**config.mk**
```make
export PLATFORM = sky130hd
export DESIGN_NAME = program_event_recorder
export DESIGN_NICKNAME = d
export VERILOG_FILES = /design/src/per_pkg.sv /design/src/range_check.sv /design/src/program_event_recorder.sv
export SDC_FILE = /design/constraint.sdc
export NUM_CORES = 1
export LEC_CHECK = 0
export BUFFER_PORTS_ARGS = -buffer_cell sky130_fd_sc_hd__buf_2
export CORE_UTILIZATION = 25
export CTS_CLUSTER_SIZE = 30
export DETAILED_ROUTE_END_ITERATION = 7
export GPL_ROUTABILITY_DRIVEN = 0
export PLACE_DENSITY = 0.45
export SETUP_SLACK_MARGIN = 0.4
export SLEW_MARGIN = 30
export SYNTH_ARGS = -nofsm -noshare
export SYNTH_HDL_FRONTEND = slang
export SYNTH_SLANG_ARGS = --single-unit
```
**constraint.sdc**
```tcl
create_clock -name aclk -period 8.43 [get_ports aclk]
set_clock_uncertainty 0.05 [all_clocks]
set_input_delay 0 -clock aclk [delete_from_list [all_inputs] [get_ports aclk]]
set_output_delay 0 -clock aclk [all_outputs]
set_load 0.02 [all_outputs]
```
**src/per_pkg.sv**
```systemverilog
`default_nettype none
package per_pkg;
   localparam logic [7:0] OFS_EVENT_SELECT = 8'h00;
   localparam logic [7:0] OFS_RANGE_START = 8'h04;
   localparam logic [7:0] OFS_RANGE_END = 8'h08;
   localparam logic [7:0] OFS_STATUS_WORD = 8'h0C;
   localparam logic [7:0] OFS_IRQ_STATUS = 8'h10;
   localparam logic [7:0] OFS_IRQ_MASK = 8'h14;
   localparam logic [7:0] OFS_EVENT_CODE = 8'h18;
   localparam logic [7:0] OFS_EVENT_ADDR = 8'h1C;
   localparam logic [11:0] LOC_EVENT_CODE = 12'h096;
   localparam logic [11:0] LOC_EVENT_ADDR = 12'h099;
   localparam int SEL_BRANCH = 31;
   localparam int SEL_GREG = 30;
   localparam int SEL_IFETCH = 29;
   localparam int SEL_STORE = 28;
   localparam int STATUS_MON_ENABLE = 1;
   localparam int STATUS_EXT_CONTROL = 12;
   localparam int STATUS_TRANSLATE = 5;
   localparam logic [31:0] RESET_WORD = 32'h0000_0000;
   localparam logic [1:0] RESP_OKAY = 2'h0;
   localparam logic [1:0] RESP_SLVERR = 2'h2;
   typedef struct packed {
      logic valid;
      logic branch_taken;
      logic [15:0] greg_written;
      logic ifetch;
      logic store;
      logic [23:0] instr_addr;
      logic [23:0] ifetch_vaddr;
      logic [23:0] ifetch_raddr;
      logic [23:0] store_vaddr;
      logic [23:0] store_raddr;
   } exec_report_type;
   typedef struct packed {
      logic valid;
      logic [3:0] code;
      logic [23:0] instr_addr;
   } per_record_type;
endpackage
`default_nettype wire

```
**src/range_check.sv**
```systemverilog
`default_nettype none
module range_check #(
   parameter int WIDTH = 24
) (
   input wire logic [WIDTH-1:0] addr,
   input wire logic [WIDTH-1:0] start_addr,
   input wire logic [WIDTH-1:0] end_addr,
   output logic hit
);
   // Both bounds inclusive; a start above end wraps around the top
   always_comb begin
      if (start_addr <= end_addr) begin
         hit = (addr >= start_addr) && (addr <= end_addr);
      end else begin
         hit = (addr >= start_addr) || (addr <= end_addr);
      end
   end
endmodule
`default_nettype wire

```
**src/program_event_recorder.sv**
```systemverilog
// Function
// (RQ1) Detection happens only in extended control mode with status word bit 1 set.
// (RQ2) Branches, general register writes, fetches in range and stores in range are detected.
// (RQ3) Select bits 0 to 3 of event_select_and_register_mask enable each event type.
// (RQ4) An interruption is raised only when enable bit and matching select bit are both one.
// (RQ5) Bits 16 to 31 of event_select_and_register_mask pick the watched general registers.
// (RQ6) The watched range runs from watch_range_start to watch_range_end.
// (RQ7) The event code is written to low storage location 150.
// (RQ8) The instruction address is written to low storage locations 153 to 155.
// (RQ9) Events seen while disabled are dropped and never held pending.
// (RQ10) Range compares use virtual addresses when translation is on or in assist mode.
// (RQ11) Status word bit 12 selects basic or extended control mode.
// (RQ12) Several events in one instruction are all flagged; range bounds are inclusive.
//
// The register offsets and the AXI4-Lite interface to the registers were left to the implementer.
`default_nettype none
module program_event_recorder (
   input wire logic aclk,
   input wire logic aresetn,
   input wire logic [31:0] s_axi_awaddr,
   input wire logic s_axi_awvalid,
   output logic s_axi_awready,
   input wire logic [31:0] s_axi_wdata,
   input wire logic [3:0] s_axi_wstrb,
   input wire logic s_axi_wvalid,
   output logic s_axi_wready,
   output logic [1:0] s_axi_bresp,
   output logic s_axi_bvalid,
   input wire logic s_axi_bready,
   input wire logic [31:0] s_axi_araddr,
   input wire logic s_axi_arvalid,
   output logic s_axi_arready,
   output logic [31:0] s_axi_rdata,
   output logic [1:0] s_axi_rresp,
   output logic s_axi_rvalid,
   input wire logic s_axi_rready,
   input wire per_pkg::exec_report_type exec_report,
   input wire logic assist_mode,
   output per_pkg::per_record_type per_record,
   output logic per_interrupt_req,
   output logic [11:0] low_store_addr,
   output logic [7:0] low_store_data,
   output logic low_store_valid,
   output logic irq
);
   logic [31:0] event_select_and_register_mask;
   logic [31:0] watch_range_start;
   logic [31:0] watch_range_end;
   logic [31:0] program_status_word;
   logic [3:0] irq_status;
   logic [3:0] irq_mask;
   logic [3:0] last_code;
   logic [23:0] last_addr;
   logic aw_held;
   logic w_held;
   logic [7:0] aw_off;
   logic [31:0] w_data;
   logic [3:0] w_strb;
   logic do_write;
   logic [3:0] clear_bits;

   // Write address and data may arrive in either order
   always_ff @(posedge aclk) begin
      if (!aresetn) begin
         aw_held <= 1'b0;
         w_held <= 1'b0;
         aw_off <= 8'h00;
         w_data <= per_pkg::RESET_WORD;
         w_strb <= 4'h0;
      end else begin
         if (s_axi_awvalid && s_axi_awready) begin
            aw_held <= 1'b1;
            aw_off <= s_axi_awaddr[7:0];
         end
         if (s_axi_wvalid && s_axi_wready) begin
            w_held <= 1'b1;
            w_data <= s_axi_wdata;
            w_strb <= s_axi_wstrb;
         end
         if (do_write) begin
            aw_held <= 1'b0;
            w_held <= 1'b0;
         end
      end
   end

   assign do_write = aw_held && w_held && !s_axi_bvalid;

   always_ff @(posedge aclk) begin
      if (!aresetn) begin
         s_axi_awready <= 1'b0;
         s_axi_wready <= 1'b0;
         s_axi_bvalid <= 1'b0;
         s_axi_bresp <= per_pkg::RESP_OKAY;
      end else begin
         s_axi_awready <= !aw_held && !(s_axi_awvalid && s_axi_awready);
         s_axi_wready <= !w_held && !(s_axi_wvalid && s_axi_wready);
         if (do_write) begin
            s_axi_bvalid <= 1'b1;
            unique case (aw_off)
               per_pkg::OFS_EVENT_SELECT, per_pkg::OFS_RANGE_START,
               per_pkg::OFS_RANGE_END, per_pkg::OFS_STATUS_WORD,
               per_pkg::OFS_IRQ_STATUS, per_pkg::OFS_IRQ_MASK,
               per_pkg::OFS_EVENT_CODE, per_pkg::OFS_EVENT_ADDR: begin
                  s_axi_bresp <= per_pkg::RESP_OKAY;
               end
               default: begin
                  s_axi_bresp <= per_pkg::RESP_SLVERR;
               end
            endcase
         end else if (s_axi_bvalid && s_axi_bready) begin
            s_axi_bvalid <= 1'b0;
         end
      end
   end

   function automatic logic [31:0] merge(input logic [31:0] old, input logic [31:0] data,
                                         input logic [3:0] strb);
      logic [31:0] result;
      result = old;
      for (int i = 0; i < 4; i++) begin
         if (strb[i]) begin
            result[i*8 +: 8] = data[i*8 +: 8];
         end
      end
      return result;
   endfunction

   always_ff @(posedge aclk) begin
      if (!aresetn) begin
         event_select_and_register_mask <= per_pkg::RESET_WORD;
         watch_range_start <= per_pkg::RESET_WORD;
         watch_range_end <= per_pkg::RESET_WORD;
         program_status_word <= per_pkg::RESET_WORD;
         irq_mask <= 4'h0;
      end else if (do_write) begin
         unique case (aw_off)
            per_pkg::OFS_EVENT_SELECT: begin
               event_select_and_register_mask <=
                  merge(event_select_and_register_mask, w_data, w_strb); // [RQ3] [RQ5]
            end
            per_pkg::OFS_RANGE_START: begin
               watch_range_start <= merge(watch_range_start, w_data, w_strb); // [RQ6]
            end
            per_pkg::OFS_RANGE_END: begin
               watch_range_end <= merge(watch_range_end, w_data, w_strb); // [RQ6]
            end
            per_pkg::OFS_STATUS_WORD: begin
               program_status_word <= merge(program_status_word, w_data, w_strb);
            end
            per_pkg::OFS_IRQ_MASK: begin
               if (w_strb[0]) begin
                  irq_mask <= w_data[3:0];
               end
            end
            default: begin
            end
         endcase
      end
   end

   assign clear_bits = (do_write && aw_off == per_pkg::OFS_IRQ_STATUS && w_strb[0]) ?
                       w_data[3:0] : 4'h0;

   always_ff @(posedge aclk) begin
      if (!aresetn) begin
         s_axi_arready <= 1'b0;
         s_axi_rvalid <= 1'b0;
         s_axi_rdata <= per_pkg::RESET_WORD;
         s_axi_rresp <= per_pkg::RESP_OKAY;
      end else begin
         s_axi_arready <= !s_axi_rvalid && !(s_axi_arvalid && s_axi_arready);
         if (s_axi_arvalid && s_axi_arready) begin
            s_axi_rvalid <= 1'b1;
            s_axi_rresp <= per_pkg::RESP_OKAY;
            unique case (s_axi_araddr[7:0])
               per_pkg::OFS_EVENT_SELECT: s_axi_rdata <= event_select_and_register_mask;
               per_pkg::OFS_RANGE_START: s_axi_rdata <= watch_range_start;
               per_pkg::OFS_RANGE_END: s_axi_rdata <= watch_range_end;
               per_pkg::OFS_STATUS_WORD: s_axi_rdata <= program_status_word;
               per_pkg::OFS_IRQ_STATUS: s_axi_rdata <= {28'h0000000, irq_status};
               per_pkg::OFS_IRQ_MASK: s_axi_rdata <= {28'h0000000, irq_mask};
               per_pkg::OFS_EVENT_CODE: s_axi_rdata <= {28'h0000000, last_code};
               per_pkg::OFS_EVENT_ADDR: s_axi_rdata <= {8'h00, last_addr};
               default: begin
                  s_axi_rdata <= per_pkg::RESET_WORD;
                  s_axi_rresp <= per_pkg::RESP_SLVERR;
               end
            endcase
         end else if (s_axi_rvalid && s_axi_rready) begin
            s_axi_rvalid <= 1'b0;
         end
      end
   end

   // Event detection
   logic monitor_active;
   logic use_virtual;
   logic [23:0] fetch_addr;
   logic [23:0] store_addr;
   logic fetch_hit;
   logic store_hit;
   logic [3:0] next_code;

   assign monitor_active = program_status_word[31 - per_pkg::STATUS_EXT_CONTROL] &&
                           program_status_word[31 - per_pkg::STATUS_MON_ENABLE]; // [RQ1] [RQ11]
   assign use_virtual = assist_mode ||
                        program_status_word[31 - per_pkg::STATUS_TRANSLATE]; // [RQ10]
   assign fetch_addr = use_virtual ? exec_report.ifetch_vaddr : exec_report.ifetch_raddr;
   assign store_addr = use_virtual ? exec_report.store_vaddr : exec_report.store_raddr;

   range_check #(.WIDTH(24)) fetch_range (
      .addr(fetch_addr),
      .start_addr(watch_range_start[23:0]),
      .end_addr(watch_range_end[23:0]),
      .hit(fetch_hit)
   );

   range_check #(.WIDTH(24)) store_range (
      .addr(store_addr),
      .start_addr(watch_range_start[23:0]),
      .end_addr(watch_range_end[23:0]),
      .hit(store_hit)
   );

   // Disabled events vanish here rather than queue
   always_comb begin
      next_code = 4'h0;
      if (exec_report.valid && monitor_active) begin // [RQ1] [RQ9]
         next_code[3] = exec_report.branch_taken &&
                        event_select_and_register_mask[per_pkg::SEL_BRANCH]; // [RQ2] [RQ4]
         next_code[2] = |(exec_report.greg_written &
                          event_select_and_register_mask[15:0]) &&
                        event_select_and_register_mask[per_pkg::SEL_GREG]; // [RQ5]
         next_code[1] = exec_report.ifetch && fetch_hit &&
                        event_select_and_register_mask[per_pkg::SEL_IFETCH]; // [RQ6] [RQ12]
         next_code[0] = exec_report.store && store_hit &&
                        event_select_and_register_mask[per_pkg::SEL_STORE]; // [RQ6] [RQ12]
      end
   end

   always_ff @(posedge aclk) begin
      if (!aresetn) begin
         per_record <= '0;
         per_interrupt_req <= 1'b0;
         last_code <= 4'h0;
         last_addr <= 24'h000000;
      end else begin
         per_interrupt_req <= |next_code; // [RQ4]
         per_record.valid <= |next_code;
         per_record.code <= next_code; // [RQ12]
         per_record.instr_addr <= exec_report.instr_addr;
         if (|next_code) begin
            last_code <= next_code;
            last_addr <= exec_report.instr_addr;
         end
      end
   end

   // Low storage writer: code byte then three address bytes
   typedef enum logic [2:0] {
      ST_IDLE = 3'b000,
      ST_CODE = 3'b001,
      ST_A0 = 3'b011,
      ST_A1 = 3'b010,
      ST_A2 = 3'b110
   } store_state_type;
   store_state_type store_state;
   logic [3:0] pend_code;
   logic [23:0] pend_addr;

   // A new event during the writer's sequence is dropped; only ST_IDLE loads pend_code
   always_ff @(posedge aclk) begin
      if (!aresetn) begin
         store_state <= ST_IDLE;
         pend_code <= 4'h0;
         pend_addr <= 24'h000000;
         low_store_valid <= 1'b0;
         low_store_addr <= 12'h000;
         low_store_data <= 8'h00;
      end else begin
         low_store_valid <= 1'b0;
         unique case (store_state)
            ST_IDLE: begin
               if (|next_code) begin
                  pend_code <= next_code;
                  pend_addr <= exec_report.instr_addr;
                  store_state <= ST_CODE;
               end
            end
            ST_CODE: begin
               low_store_valid <= 1'b1;
               low_store_addr <= per_pkg::LOC_EVENT_CODE; // [RQ7]
               low_store_data <= {pend_code, 4'h0};
               store_state <= ST_A0;
            end
            ST_A0: begin
               low_store_valid <= 1'b1;
               low_store_addr <= per_pkg::LOC_EVENT_ADDR; // [RQ8]
               low_store_data <= pend_addr[23:16];
               store_state <= ST_A1;
            end
            ST_A1: begin
               low_store_valid <= 1'b1;
               low_store_addr <= 12'(per_pkg::LOC_EVENT_ADDR + 12'h001); // [RQ8]
               low_store_data <= pend_addr[15:8];
               store_state <= ST_A2;
            end
            ST_A2: begin
               low_store_valid <= 1'b1;
               low_store_addr <= 12'(per_pkg::LOC_EVENT_ADDR + 12'h002); // [RQ8]
               low_store_data <= pend_addr[7:0];
               store_state <= ST_IDLE;
            end
            default: begin
               store_state <= ST_IDLE;
            end
         endcase
      end
   end

   // Set wins over a write-one clear in the same cycle
   always_ff @(posedge aclk) begin
      if (!aresetn) begin
         irq_status <= 4'h0;
         irq <= 1'b0;
      end else begin
         irq_status <= (irq_status & ~clear_bits) | next_code;
         irq <= |(((irq_status & ~clear_bits) | next_code) & irq_mask);
      end
   end

   AST_DISABLED_SILENT: assert property (@(posedge aclk) disable iff (!aresetn) // [RQ1]
      !monitor_active |=> !per_interrupt_req)
      else $error("event raised while monitor disabled");
   AST_BRANCH_RAISES: assert property (@(posedge aclk) disable iff (!aresetn) // [RQ2]
      exec_report.valid && monitor_active && exec_report.branch_taken &&
      event_select_and_register_mask[per_pkg::SEL_BRANCH] |=> per_record.code[3])
      else $error("enabled branch not flagged");
   AST_SELECT_GATES: assert property (@(posedge aclk) disable iff (!aresetn) // [RQ3]
      !event_select_and_register_mask[per_pkg::SEL_STORE] |=> !per_record.code[0])
      else $error("store flagged while not selected");
   AST_REQ_MATCHES_CODE: assert property (@(posedge aclk) disable iff (!aresetn) // [RQ4]
      exec_report.valid && monitor_active && event_select_and_register_mask[per_pkg::SEL_GREG] &&
      (exec_report.greg_written & event_select_and_register_mask[15:0]) != 16'h0000
      |=> per_interrupt_req)
      else $error("enabled register write raised no request");
   AST_GREG_MASK: assert property (@(posedge aclk) disable iff (!aresetn) // [RQ5]
      (exec_report.greg_written & event_select_and_register_mask[15:0]) == 16'h0000
      |=> !per_record.code[2])
      else $error("unwatched register flagged");
   AST_CODE_STORED: assert property (@(posedge aclk) disable iff (!aresetn) // [RQ7]
      store_state == ST_IDLE && (|next_code) |-> ##2 low_store_valid &&
      low_store_addr == per_pkg::LOC_EVENT_CODE)
      else $error("event code not stored");
   AST_ADDR_STORED: assert property (@(posedge aclk) disable iff (!aresetn) // [RQ8]
      low_store_valid && low_store_addr == per_pkg::LOC_EVENT_CODE |=>
      low_store_valid && low_store_addr == per_pkg::LOC_EVENT_ADDR ##1
      low_store_valid ##1 low_store_valid && low_store_data == pend_addr[7:0])
      else $error("instruction address not stored");
   AST_NO_PENDING: assert property (@(posedge aclk) disable iff (!aresetn) // [RQ9]
      !monitor_active && store_state == ST_IDLE |=> store_state == ST_IDLE)
      else $error("disabled event held pending");
endmodule
`default_nettype wire

```
Yosys cells after proc, flatten, opt, wreduce, memory -nomap -nowiden
Memories as Yosys holds them, arrays and structs flattened. A register that Yosys moved wholly into a read port is not among the register bits.
Index checks and enable logic that the tools add are counted.
{"block": "word_totals", "n_memories": 1, "word_cells": 155, "rom_bits": 32, "regBits": 333, "output_inout_bits": 93}
{"block": "op_classes", "bitwise": 6, "mux": 20, "n_lt_le_gt_ge": 5, "n_reduce_logical": 63, "eq_ne": 17}
{"memory": "(no name shown)", "depth": 32, "width": 1, "read_ports": 1, "rd_ports_with_merged_regs": 1, "wr": 0, "line": "program_event_recorder.sv:100", "source": "unique case (aw_off)"}
{"op": "32-bit case mux with 8 select lines", "n": 1}
{"op": "24-bit <= comparator", "n": 3}
{"op": "3-bit AND reduction", "n": 17}
{"op": "8-bit by 5-bit equality test with 1-bit output (second input constant)", "n": 6}
{"op": "24-bit >= comparator", "n": 2}
{"op": "24-bit 2-to-1 mux", "n": 2}
{"op": "12-bit case mux with 4 select lines", "n": 1}
{"op": "8-bit by 4-bit equality test with 1-bit output (second input constant)", "n": 4}
{"op": "8-bit case mux with 4 select lines", "n": 1}
{"op": "1-bit logical AND", "n": 22}
{"op": "16-bit bitwise AND", "n": 1}
{"op": "8-bit by 3-bit equality test with 1-bit output (second input constant)", "n": 2}
{"op": "8-bit logical NOT", "n": 2}
{"op": "16-bit OR reduction", "n": 1}
{"op": "3-bit case mux with 4 select lines", "n": 1}
{"op": "4-bit OR reduction", "n": 3}
{"op": "5-bit 2-to-1 mux", "n": 2}
{"op": "4-bit bitwise AND", "n": 2}
{"op": "4-bit 2-to-1 mux", "n": 2}
{"op": "8-bit OR reduction", "n": 1}
{"op": "1-bit logical NOT", "n": 7}
{"op": "1-bit 2-to-1 mux", "n": 7}
{"op": "3-bit by 2-bit equality test with 1-bit output (second input constant)", "n": 2}
{"op": "3-bit logical NOT", "n": 2}
{"op": "other kinds (13)", "n": 17}

Longest topological paths before layout
Gate-level depths: netlist of run 1.
{"block": "depth", "ltp_word": 11, "mapped_depth": 16, "ltp_nobuf": 12}

Modules after synthesis
A second synthesis of run 1 with hierarchy kept.
{"block": "hier_totals", "hier_cells": 1820, "area_unflattened_um2": 16764.8}
{"mod": "program_event_recorder", "seq_area_each_um2": 6506.2, "area_each_um2": 13324.0, "cells_per_inst": 1381, "instances": 1}
{"mod": "range_check (fetch_range)", "seq_area_each_um2": 0.0, "area_each_um2": 1732.9, "cells_per_inst": 219, "instances": 1}
{"mod": "range_check (store_range)", "seq_area_each_um2": 0.0, "area_each_um2": 1707.9, "cells_per_inst": 220, "instances": 1}

Worst setup path after synthesis of run 1
OpenSTA, ideal clock, no wires.
{"block": "synth_path", "path_type": "register to register", "start": "reg program_status_word[26]", "end": "reg pend_addr[14]", "period_less_slack_ns": 3.752, "arrival_ns": 3.633, "path_slack_ns": 4.678, "path_stages_with_launch": 17, "setup_time_ns": 0.069, "t_required_ns": 8.311, "cell_sequence": "dfxtp_1 > nor2_1 > buf_1 > buf_1 > mux2_2 > ha_1 > o21ai_0 > a211oi_1 > o41ai_1 > a211o_1 > and3_1 > maj3_2 > o21ai_2 > buf_2 > buf_2 > o211ai_1 > o21ai_1"}
{"block": "synth_between", "elab_chain_len": 10, "elab_cells_between_ends": 20, "cone_classes": "order compare: 4; mux: 5; reduce/logical: 11"}
{"element": "start, declared", "line": "program_event_recorder.sv:49", "source": "logic [31:0] program_status_word;"}
{"element": "start signal, assigned", "line": "program_event_recorder.sv:134", "source": "program_status_word <= per_pkg::RESET_WORD;"}
{"element": "start signal, assigned", "line": "program_event_recorder.sv:149", "source": "program_status_word <= merge(program_status_word, w_data, w_strb);"}
{"element": "1-bit logical OR (*)", "line": "program_event_recorder.sv:207", "source": "assign use_virtual = assist_mode ||"}
{"element": "24-bit 2-to-1 mux (on tied branches)", "line": "program_event_recorder.sv:210, program_event_recorder.sv:209"}
{"element": "24-bit >= comparator / 24-bit <= comparator (equally long branches)", "line": "range_check.sv:13, range_check.sv:15"}
{"element": "1-bit logical OR / 1-bit logical AND (equally long branches)", "line": "range_check.sv:15, range_check.sv:13"}
{"element": "1-bit 2-to-1 mux", "line": "range_check.sv:12", "source": "if (start_addr <= end_addr) begin"}
{"element": "1-bit logical AND (on tied branches) (2 in a row)", "line": "program_event_recorder.sv:237, program_event_recorder.sv:235"}
{"element": "4-bit 2-to-1 mux (*)", "line": "program_event_recorder.sv:229", "source": "if (exec_report.valid && monitor_active) begin"}
{"element": "4-bit OR reduction (*)", "line": "program_event_recorder.sv:285", "source": "if (|next_code) begin"}
{"element": "2-bit AND reduction (no line) (*)"}
{"element": "end signal, assigned", "line": "program_event_recorder.sv:287", "source": "pend_addr <= exec_report.instr_addr;"}
{"element": "end, declared", "line": "program_event_recorder.sv:270", "source": "logic [23:0] pend_addr;"}
Every way passes the cells marked *; elsewhere a longest branch is shown, timed or not.
A chain may end at the register's enable or synchronous reset.

Worst setup path in the final report of run 1
{"block": "layout_path", "start": "reg program_status_word[26]", "end": "reg last_addr[4]"}
{"block": "layout_between", "elab_chain_len": 9, "elab_cells_between_ends": 19, "cone_classes": "order compare: 4; mux: 5; reduce/logical: 10"}
{"element": "1-bit logical OR (*)", "line": "program_event_recorder.sv:207"}
{"element": "24-bit 2-to-1 mux (on tied branches)", "line": "program_event_recorder.sv:210, program_event_recorder.sv:209"}
{"element": "24-bit >= comparator / 24-bit <= comparator (equally long branches)", "line": "range_check.sv:13, range_check.sv:15"}
{"element": "1-bit logical OR / 1-bit logical AND (equally long branches)", "line": "range_check.sv:15, range_check.sv:13"}
{"element": "1-bit 2-to-1 mux", "line": "range_check.sv:12"}
{"element": "1-bit logical AND (on tied branches) (2 in a row)", "line": "program_event_recorder.sv:237, program_event_recorder.sv:235"}
{"element": "4-bit 2-to-1 mux (*)", "line": "program_event_recorder.sv:229"}
{"element": "4-bit OR reduction (*)", "line": "program_event_recorder.sv:253", "source": "if (|next_code) begin"}
{"element": "end signal, assigned", "line": "program_event_recorder.sv:255", "source": "last_addr <= exec_report.instr_addr;"}
{"element": "end, declared", "line": "program_event_recorder.sv:53", "source": "logic [23:0] last_addr;"}
Marked as above.

==> results.sh, run 1 <==
export IMPL_synth_seq_cells=325
export IMPL_synth_xor_area_share_pct=0
export IMPL_grt_pass1_vias=13800
export IMPL_slew_headroom_pct=36.6
export IMPL_fmax_mhz=195
export IMPL_nets=2462
export IMPL_yosys_area_share_adder_pct=9.69
export IMPL_final_max_slew_viol_count=0
export IMPL_finalPower_mw=3.52
export IMPL_synth_area_per_cell_um2=8.99
export IMPL_cts_num_sinks=325
export IMPL_r2r_end="last_addr[4]"
export IMPL_cp_data_required_time_ps=8870
export IMPL_power_density_mw_per_mm2=174
export IMPL_synth_edf_count=0
export IMPL_synth_cell_types=58
export IMPL_dieArea_mm2=0.0644
export IMPL_htreeDepth=2
export IMPL_max_cap_viol_count=0
export IMPL_viasPerCell=4.87
export IMPL_grt_use_total_pct=17.6
export IMPL_post_drt_wl_per_cell_um=19.8
export IMPL_cts_buffers=37
export IMPL_antenna_found_initial=7
export IMPL_rrSetupSlack_ps=3310
export IMPL_areaGrowthSynthToFinish_pct=27.9
export IMPL_io_buffers=284
export IMPL_grt_pass1_wl_um=85500
export IMPL_fin_crit_ps=5120
export IMPL_root_buffer="clkbuf_16"
export IMPL_mostFrequentLayoutCell="dfxtp_1"
export IMPL_ys_warn_count=0
export IMPL_clk_latency_ps=550
export IMPL_ios=341
export IMPL_critical_path_startpoint_type="register"
export IMPL_hold_path_end="s_axi_rresp[1]"
export IMPL_hold_viol_final=0
export IMPL_async_flop_share_pct=0
export IMPL_outcome="complete, no violations"
export IMPL_worstHoldPathCells=6
export IMPL_critPathKind="register to register"
export IMPL_coreArea_mm2=0.0622
export IMPL_crit_fanout=48
export IMPL_rows=91
export IMPL_grt_max_degree=196
export IMPL_post_cts_resized=0
export IMPL_worstPathArrival_ps=5560
export IMPL_synth_area_mm2=0.0158
export IMPL_path_clk_slew_ps=60
export IMPL_clk_path_buf_depth=3
export IMPL_grt_overflow_total=0
export IMPL_vias=14400
export IMPL_ir_worst_vdd_v=0.000108
export IMPL_wl_um=58600
export IMPL_p_leak_nw=8.71
export IMPL_drive_gt1_share_pct=20.7
export IMPL_drtAntennaViolNets=0
export IMPL_setup_violations_final=0
export IMPL_worst_pin_slew_ps=950
export IMPL_setup_tns_ps=0
export IMPL_fin_util_pct=32.6
export IMPL_regToRegStartpoint="program_status_word[26]"
export IMPL_die_w_um=254
export IMPL_dp_hpwl_um=42600
export IMPL_ys_flop_type="dfxtp_1"
export IMPL_dr_pass1_iters=5
export IMPL_drc=0
export IMPL_die_y_um=254
export IMPL_synth_cells=1763
export IMPL_period_share_pct=60.7
export IMPL_min_delay_start="s_axi_araddr[6]"
export IMPL_drt_first_iter_violations=982
export IMPL_most_common_layout_cells="322 x dfxtp_1, 284 x buf_2, 190 x nor2_1, 169 x nand2_1, 147 x a21oi_1"
export IMPL_synth_compound_area_share_pct=17.6
export IMPL_rsz0062_at_grt="false"
export IMPL_synth_top_family_by_area="compound AO/OA/AOI/OAI gates"
export IMPL_hold_path_class="primary input to register"
export IMPL_start_util_pct=25.5
export IMPL_cts_setup_buffers=0
export IMPL_yosysSeqAreaShare_pct=41.1
export IMPL_yosys_area_share_simple_pct=14.8
export IMPL_cts_tree="done"
export IMPL_cp_end_kind="register"
export IMPL_r2r_cells=14
export IMPL_synth_mux_area_fraction_pct=12.5
sequential cells by signal, indices dropped and copies added (netlist names), 3 cells and up, named ones only:
signal	flops
w_strb	4
last_addr	24
store_state	3
aw_off	8
irq_status	4
last_code	4
watch_range_start	32
watch_range_end	32
low_store_addr	5
s_axi_rdata	32
program_status_word	32
event_select_and_register_mask	32
per_record	28
pend_code	4
pend_addr	24
irq_mask	4
w_data	32
low_store_data	8
cell usage after synthesis (30+ instances only):
| cell type | instances | area share (%) |
|---|---|---|
| nand2_1 | 169 | 4.0 |
| ha_1 | 120 | 9.5 |
| mux2_2 | 50 | 3.6 |
| dfxtp_1 | 325 | 41 |
| a21oi_1 | 148 | 4.7 |
| a22oi_1 | 30 | 1.4 |
| inv_1 | 55 | 1.3 |
| and2_1 | 31 | 1.2 |
| mux2i_1 | 142 | 9.0 |
| clkbuf_1 | 81 | 1.9 |
| o21ai_0 | 55 | 1.7 |
| nor2_1 | 191 | 4.5 |
| nand3_1 | 52 | 1.6 |
| a21o_1 | 40 | 1.9 |
area by class of cell:
class | instances | area (µm²)
fillers | 6586 | 41900
multi-input cells | 1282 | 8760
flip-flops and latches | 325 | 6510
repair buffers | 393 | 2530
clock buffers | 54 | 1090
well taps | 837 | 1050
inverters | 55 | 211
clock inverters | 11 | 116
diodes | 2 | 5.00
critical path: stages (launching register included):
cell           delay, ps
dfxtp_1              400
nor2_4               130
buf_4                470
mux2_2               440
ha_1                 330
nand4_1              210
nor4_2               410
nand3_1              180
nor3_1               340
a31oi_1              120
maj3_2               440
nor2_4               590
o21ai_0              220
a21oi_1              170
dlygate4sd3_1        560
how the worst max path moves through the flow:
stage,start,to,cells past startpoint
floorplan,program_status_word[26],pend_addr[14],16
global placement,program_status_word[26],last_addr[18],13
detailed placement,program_status_word[26],pend_addr[1],12
CTS,program_status_word[26],last_addr[4],13
global route,program_status_word[26],last_addr[4],14
finish,program_status_word[26],last_addr[4],14
power by group:
group	switching [mW]	internal (mW)	leakage [nW]	total [mW]
sequential	0.0187	1.56	2.63	1.57
combinational	0.182	0.144	5.48	0.326
clock	0.666	0.959	0.601	1.62
total	0.866	2.66	8.71	3.52
kinds of logic after synthesis:
logic type               Yosys count
AO/OA/AOI/OAI                    429
AND/OR/NAND/NOR                  530
buffers and inverters            163
multiplexers                     192
other                              1
flip-flops                       325
adder cells (fa/ha/maj)          123
routing by layer:
layer | part of all wire (%) | global-route usage (%) | wire (µm) | vias to the layer above
met1 | 49 | 25.0 | 28500 | 6863
met2 | 43 | 27.3 | 25200 | 451
met4 | 2.0 | 4.35 | 1170 | 12
met3 | 6.1 | 3.32 | 3560 | 77
met5 | 0.13 | 0 | 76 | -
li1 | - | - | - | 7014
repair_timing:
item                                    in CTS  in global routing
endpoints found under the hold margin      157                  0
hold buffers                                93                  0
endpoints found under the setup margin       0                  0
through the flow:
step | cells | worst slack, ps | cell area [µm²] | hold slack (ps)
3_3_place_gp | 2796 | 3550 | 18000 | 200
6_report | 2959 | 3310 | 20300 | 50.2
4_1_cts | 2955 | 3250 | 20200 | 15.9
5_1_grt | 2958 | 2970 | 20300 | 86.2
3_5_place_dp | 2797 | 3460 | 18100 | 199
2_1_floorplan | 1770 | 4680 | 15900 | 86.0
Note: power is estimated with default switching activity, not from simulation.
==> inputs of run 2 (changes only) <==
--- a/config.mk
+++ b/config.mk
@@ -5,6 +5,7 @@
 export SDC_FILE = /design/constraint.sdc
 export NUM_CORES = 1
 export LEC_CHECK = 0
+export ABC_AREA = 1
 export BUFFER_PORTS_ARGS = -buffer_cell sky130_fd_sc_hd__buf_2
 export CORE_UTILIZATION = 25
 export CTS_CLUSTER_SIZE = 30
==> constraint.sdc (replaced) <==
create_clock -name aclk -period 5.3 [get_ports aclk]
set_clock_uncertainty 0.05 [all_clocks]
set_input_delay 0 -clock aclk [delete_from_list [all_inputs] [get_ports aclk]]
set_output_delay 0 -clock aclk [all_outputs]
set_load 0.02 [all_outputs]
==> results.sh, run 2 <==
export IMPL_grt_max_degree=125
export IMPL_critical_path_startpoint_type="register"
export IMPL_drt_first_iter_violations=1075
export IMPL_worstPathArrival_ps=4600
export IMPL_viasPerCell=4.62
export IMPL_p_leak_nw=8.76
export IMPL_synth_cell_types=45
export IMPL_fmax_mhz=238
export IMPL_power_density_mw_per_mm2=273
export IMPL_drc=0
export IMPL_async_flop_share_pct=0
export IMPL_yosys_top_cells_count="336 x nand2_1, 325 x dfxtp_1, 293 x nor2_1"
export IMPL_cp_end_kind="register"
export IMPL_start_util_pct=25.4
export IMPL_worst_pin_slew_ps=897
export IMPL_synth_cells=2161
export IMPL_drive_gt1_share_pct=16.6
export IMPL_hold_viol_final=0
export IMPL_synthTopCellsByArea="dfxtp_1 41%, ha_1 9.3%, nand2_1 7.9%, nor2_1 6.8%, o21ai_0 6.8%"
export IMPL_ios=341
export IMPL_grt_use_total_pct=17.3
export IMPL_rsz0062_at_grt="false"
export IMPL_yosysSeqAreaShare_pct=40.5
export IMPL_pwr_share_comb_pct=10.4
export IMPL_regToRegStartpoint="program_status_word[26]"
export IMPL_root_buffer="clkbuf_16"
export IMPL_dp_cells=3206
export IMPL_grt_overflow_total=0
export IMPL_clk_latency_ps=530
export IMPL_antenna_found_initial=6
export IMPL_rows=92
export IMPL_holdWs_ps=28.7
export IMPL_synth_most_common_cell="nand2_1"
export IMPL_vias=15500
export IMPL_final_max_slew_viol_count=0
export IMPL_power_frac_seq_pct=45.9
export IMPL_yosysTopAreaCell="dfxtp_1"
export IMPL_die_w_um=255
export IMPL_mostFrequentLayoutCell="nand2_1"
export IMPL_grt_pass1_vias=15100
export IMPL_crit_fanout=56
export IMPL_areaGrowthSynthToFinish_pct=25.3
export IMPL_coreArea_mm2=0.0633
export IMPL_setup_tns_ps=0
export IMPL_nets=2842
export IMPL_max_cap_viol_count=0
export IMPL_path_common_cell="nand2_1"
export IMPL_synth_top_area_share_pct=40.5
export IMPL_min_delay_start="s_axi_wvalid"
export IMPL_synth_seq_cells=325
export IMPL_sw_frac_of_total_pct=25.2
export IMPL_p_clk_share_pct=43.7
export IMPL_synth_edf_count=0
export IMPL_synth_area_mm2=0.0161
export IMPL_cp_data_required_time_ps=5700
export IMPL_cts_buffers=36
export IMPL_dieArea_mm2=0.0653
export IMPL_wl_um=58100
export IMPL_final_cells=3345
export IMPL_hold_path_class="primary input to register"
export IMPL_post_cts_resized=0
export IMPL_period_share_pct=79.2
export IMPL_outcome="complete, no violations"
export IMPL_dp_hpwl_um=44300
export IMPL_io_buffers=284
export IMPL_crit_path_top_delay_cell="nor2_4"
export IMPL_grt_pass1_wl_um=88300
export IMPL_ys_flop_type="dfxtp_1"
export IMPL_post_drt_wl_per_cell_um=17.4
export IMPL_ys_warn_count=0
export IMPL_die_y_um=255
export IMPL_path_clk_slew_ps=60
export IMPL_most_common_layout_cells="334 x nand2_1, 325 x dfxtp_1, 291 x nor2_1, 283 x buf_2, 250 x inv_1"
export IMPL_clk_path_buf_depth=3
export IMPL_p_int_mw=4.11
export IMPL_drtAntennaViolNets=0
export IMPL_rrSetupSlack_ps=1100
export IMPL_fin_crit_ps=4200
export IMPL_ir_worst_vdd_v=0.000208
export IMPL_p_sw_mw=1.38
export IMPL_slew_headroom_pct=40.1
export IMPL_critPathKind="register to register"
export IMPL_synth_area_per_cell_um2=7.43
export IMPL_htreeDepth=2
export IMPL_crit_chain="nor2_4, buf_4, mux2_2, ha_1, nand2_1, inv_1, nand4_1, nor2_1, nand2_1, nand3_1, nand2_1, nor2_1, nor2_1, nand2_1, nand3_4, buf_12, nand3_1, nand2_1, nor2_1"
export IMPL_crit_path_start="program_status_word[26]"
export IMPL_cts_tree="done"
export IMPL_slowest_delay_ps=580
export IMPL_dr_pass1_iters=7
export IMPL_cts_num_sinks=325
export IMPL_setup_violations_final=0
-- run 2: changes by cell type in the layout (fill, tap and decap cells not counted), sizes merged, moves of 29 or more --
cell / delta
a21o: -34
a22oi: -29
nand3: +45
inv: +195
o21ai: +156
and2: -30
nand2: +169
a21oi: +48
mux2i: -140
o22ai: +43
nor2: +98
-- run 2: through the flow --
| step | setup slack, ps | utilization [%] | power, mW | instance area (µm²) |
|---|---|---|---|---|
| finish | 1100 | 31.8 | 5.49 | 20100 |
| global route | 783 | 31.8 | 5.74 | 20100 |
| CTS | 994 | 31.8 | 5.57 | 20100 |
| detailed placement | 1050 | 28.8 | 3.11 | 18200 |
| global placement | 1090 | 28.8 | 3.09 | 18200 |
| floorplan | 2010 | - | 2.88 | 16100 |
-- run 2: worst max-delay path, delay by kind of cell, from the launching register on --
kind,cells,cell delay [ps]
AND/OR/NAND/NOR,14,2380
multiplexers,1,360
flip-flops,1,330
buffers and inverters,3,650
adder cells (fa/ha/maj),1,310
-- run 2: layer usage --
metal  up-vias  share of wire (%)  track usage (%)
li1       7806                  -                -
met1      7152                 48             24.1
met2       428                 43             26.8
met3        79                6.3             3.33
met4         4                2.9             5.64
met5         -              0.040                0
-- run 2: worst paths after layout --
check	depth (start not counted)	endpoint
max reg2reg	19	pend_addr[16]
min reg2reg	1	s_axi_wready
max	19	pend_addr[16]
min	4	w_held
-- run 2: power groups by stage --
stage	registers [mW]	clock network, mW	logic (mW)
floorplan	2.58	0	0.306
global placement	2.58	0	0.513
detailed placement	2.58	0	0.529
CTS	2.52	2.47	0.575
global route	2.53	2.57	0.643
finish	2.52	2.40	0.569
-- run 2: cell families after synthesis --
group | share of synthesized area [%]
simple gates | 19.5
compound gates | 18.2
buf+inv | 9.10
flops | 40.5
fa+ha+maj | 9.35
mux | 3.35
other cells | 0.0234
-- run 2: layout make-up --
cell class / count / area, µm²
antenna: 3 / 7.51
clock buffer: 54 / 1060
clock inverter: 6 / 47.5
fill: 6797 / 43200
inverter: 255 / 957
multi-input combinational: 1478 / 8140
sequential: 325 / 6510
tap: 846 / 1060
timing repair buffer: 378 / 2340
-- run 2: timing repair --
action | 4_1_cts | 5_1_grt
hold endpoints to repair | 125 | 0
hold buffers | 76 | 0
setup buffers | 0 | 0
==> inputs of run 3 (changes only) <==
==> constraint.sdc (replaced) <==
create_clock -name aclk -period 3.9 [get_ports aclk]
set_clock_uncertainty 0.05 [all_clocks]
set_input_delay 0 -clock aclk [delete_from_list [all_inputs] [get_ports aclk]]
set_output_delay 0 -clock aclk [all_outputs]
set_load 0.02 [all_outputs]
==> results.sh, run 3 (synthesis gave the netlist of run 2 again) <==
export IMPL_die_y_um=255
export IMPL_grt_overflow_total=0
export IMPL_cts_num_sinks=325
export IMPL_cp_data_required_time_ps=4270
export IMPL_slew_headroom_pct=38.8
export IMPL_rsz0062_at_grt="true"
export IMPL_fmax_mhz=286
export IMPL_setup_tns_ps=0
export IMPL_root_buffer="clkbuf_16"
export IMPL_fin_crit_ps=3500
export IMPL_nFillCells=6729
export IMPL_finalPower_mw=7.92
export IMPL_rows=92
export IMPL_max_cap_viol_count=0
export IMPL_vias=15900
export IMPL_drive_gt1_share_pct=21.0
export IMPL_crit_path_end="pend_addr[11]"
export IMPL_drtAntennaViolNets=0
export IMPL_clk_latency_ps=540
export IMPL_period_share_pct=89.6
export IMPL_viasPerCell=4.68
export IMPL_outcome="complete, no violations"
export IMPL_worst_pin_slew_ps=916
export IMPL_areaGrowthSynthToFinish_pct=33.2
export IMPL_power_density_mw_per_mm2=370
export IMPL_ir_worst_vdd_v=0.000326
export IMPL_io_buffers=284
export IMPL_multi_input_area_mm2=0.00860
export IMPL_crit_path_start="program_status_word[26]"
export IMPL_critical_path_startpoint_type="register"
export IMPL_wl_um=60900
export IMPL_grt_pass1_wl_um=88500
export IMPL_post_drt_wl_per_cell_um=18.0
export IMPL_worstPathArrival_ps=3860
export IMPL_dr_pass1_iters=5
export IMPL_die_w_um=255
export IMPL_r2r_cells=20
export IMPL_dp_hpwl_um=44600
export IMPL_nets=2883
export IMPL_cts_tree="done"
export IMPL_dieArea_mm2=0.0653
export IMPL_coreArea_mm2=0.0633
export IMPL_crit_fanout=8
export IMPL_hold_viol_final=0
export IMPL_rrSetupSlack_ps=400
export IMPL_path_clk_slew_ps=60
export IMPL_mostFrequentLayoutCell="dfxtp_1"
export IMPL_setup_violations_final=0
export IMPL_worstHoldPathCells=7
export IMPL_htreeDepth=2
export IMPL_grt_max_degree=91
export IMPL_grt_use_total_pct=17.5
export IMPL_most_common_layout_cells="324 x dfxtp_1, 305 x nand2_1, 283 x buf_2, 277 x nor2_1, 250 x inv_1"
export IMPL_critPathKind="register to register"
export IMPL_grt_pass1_vias=14900
export IMPL_ios=341
export IMPL_cp_end_kind="register"
export IMPL_start_util_pct=25.4
export IMPL_antenna_found_initial=9
export IMPL_drc=0
export IMPL_clk_path_buf_depth=3
export IMPL_final_max_slew_viol_count=0
export IMPL_drt_first_iter_violations=1040
export IMPL_p_leak_nw=9.38
export IMPL_r2r_end="pend_addr[11]"
export IMPL_hold_path_class="primary input to register"
export IMPL_ff_latch_area_mm2=0.00651
export IMPL_regToRegStartpoint="program_status_word[26]"
export IMPL_cts_buffers=37
run 3: cell types whose count changed in the layout (fill, tap and decap cells not counted), moves of 12 or more:
cell / before / now
mux2_4: 0 / 15
nand2_1: 334 / 305
mux2_2: 46 / 31
clkbuf_16: 38 / 50
nor2_1: 291 / 277
nand2_4: 0 / 12
nand2_2: 4 / 21
a21oi_1: 195 / 183
run 3: through the flow:
stage	setup WS (ps)	util [%]	cell area, µm²	hold slack [ps]	std cells
2_1_floorplan	609	-	16100	43.5	2168
3_3_place_gp	261	28.9	18300	144	3210
3_5_place_dp	230	28.9	18300	151	3210
4_1_cts	405	32.4	20500	45.8	3362
5_1_grt	281	33.8	21400	117	3388
6_report	404	33.8	21400	56.8	3389
run 3: critical path, stage by stage, from the launching register on:
cell,delay [ps]
dfxtp_2,330
nor2_4,250
buf_12,160
clkbuf_16,150
mux2_4,340
ha_4,280
nand2_4,40
nor2_4,120
nand4_1,140
nor2_2,220
nand2_1,90
nand3_2,90
nand2_4,70
nor2_4,150
nor2_4,70
nand2_2,110
nand3_4,160
clkbuf_16,210
clkbuf_16,160
a21oi_1,120
nor2_1,60
run 3: power by group:
part           switching [mW]  internal (mW)
registers              0.0528           3.38
logic                   0.482          0.372
clock network            1.44           2.20
total                    1.97           5.95
run 3: layout make-up:
class	instances	area share, %
multi-input combinational	1478	40.2
sequential	325	30.4
timing repair buffer	418	14.1
clock buffer	56	5.28
tap	846	4.95
inverter	255	4.47
clock inverter	9	0.608
antenna	2	0.0234
run 3: worst min path at each step:
| stage | slack [ps] | startpoint | end |
|---|---|---|---|
| 2_1_floorplan | 40 | exec_report[96] | per_record[0] |
| 3_3_place_gp | 140 | exec_report[106] | per_record[10] |
| 3_5_place_dp | 150 | exec_report[112] | per_record[16] |
| 4_1_cts | 50 | s_axi_araddr[2] | s_axi_rdata[0] |
| 5_1_grt | 120 | s_axi_araddr[2] | s_axi_rdata[0] |
| 6_report | 60 | s_axi_araddr[2] | s_axi_rdata[0] |
run 3: layer usage:
| layer | global-route usage (%) | part of all wire [%] |
|---|---|---|
| met3 | 3.72 | 6.6 |
| met5 | 0 | 0.13 |
| met2 | 27.1 | 44 |
| met1 | 23.7 | 46 |
| met4 | 6.22 | 3.3 |
run 3: timing repair:
action	CTS	global route
resized for setup	12	114
endpoints found under the hold margin	127	0
hold buffers	80	0
setup buffers	5	11
pin swaps	3	42
gates cloned	2	14
endpoints found under the setup margin	52	55
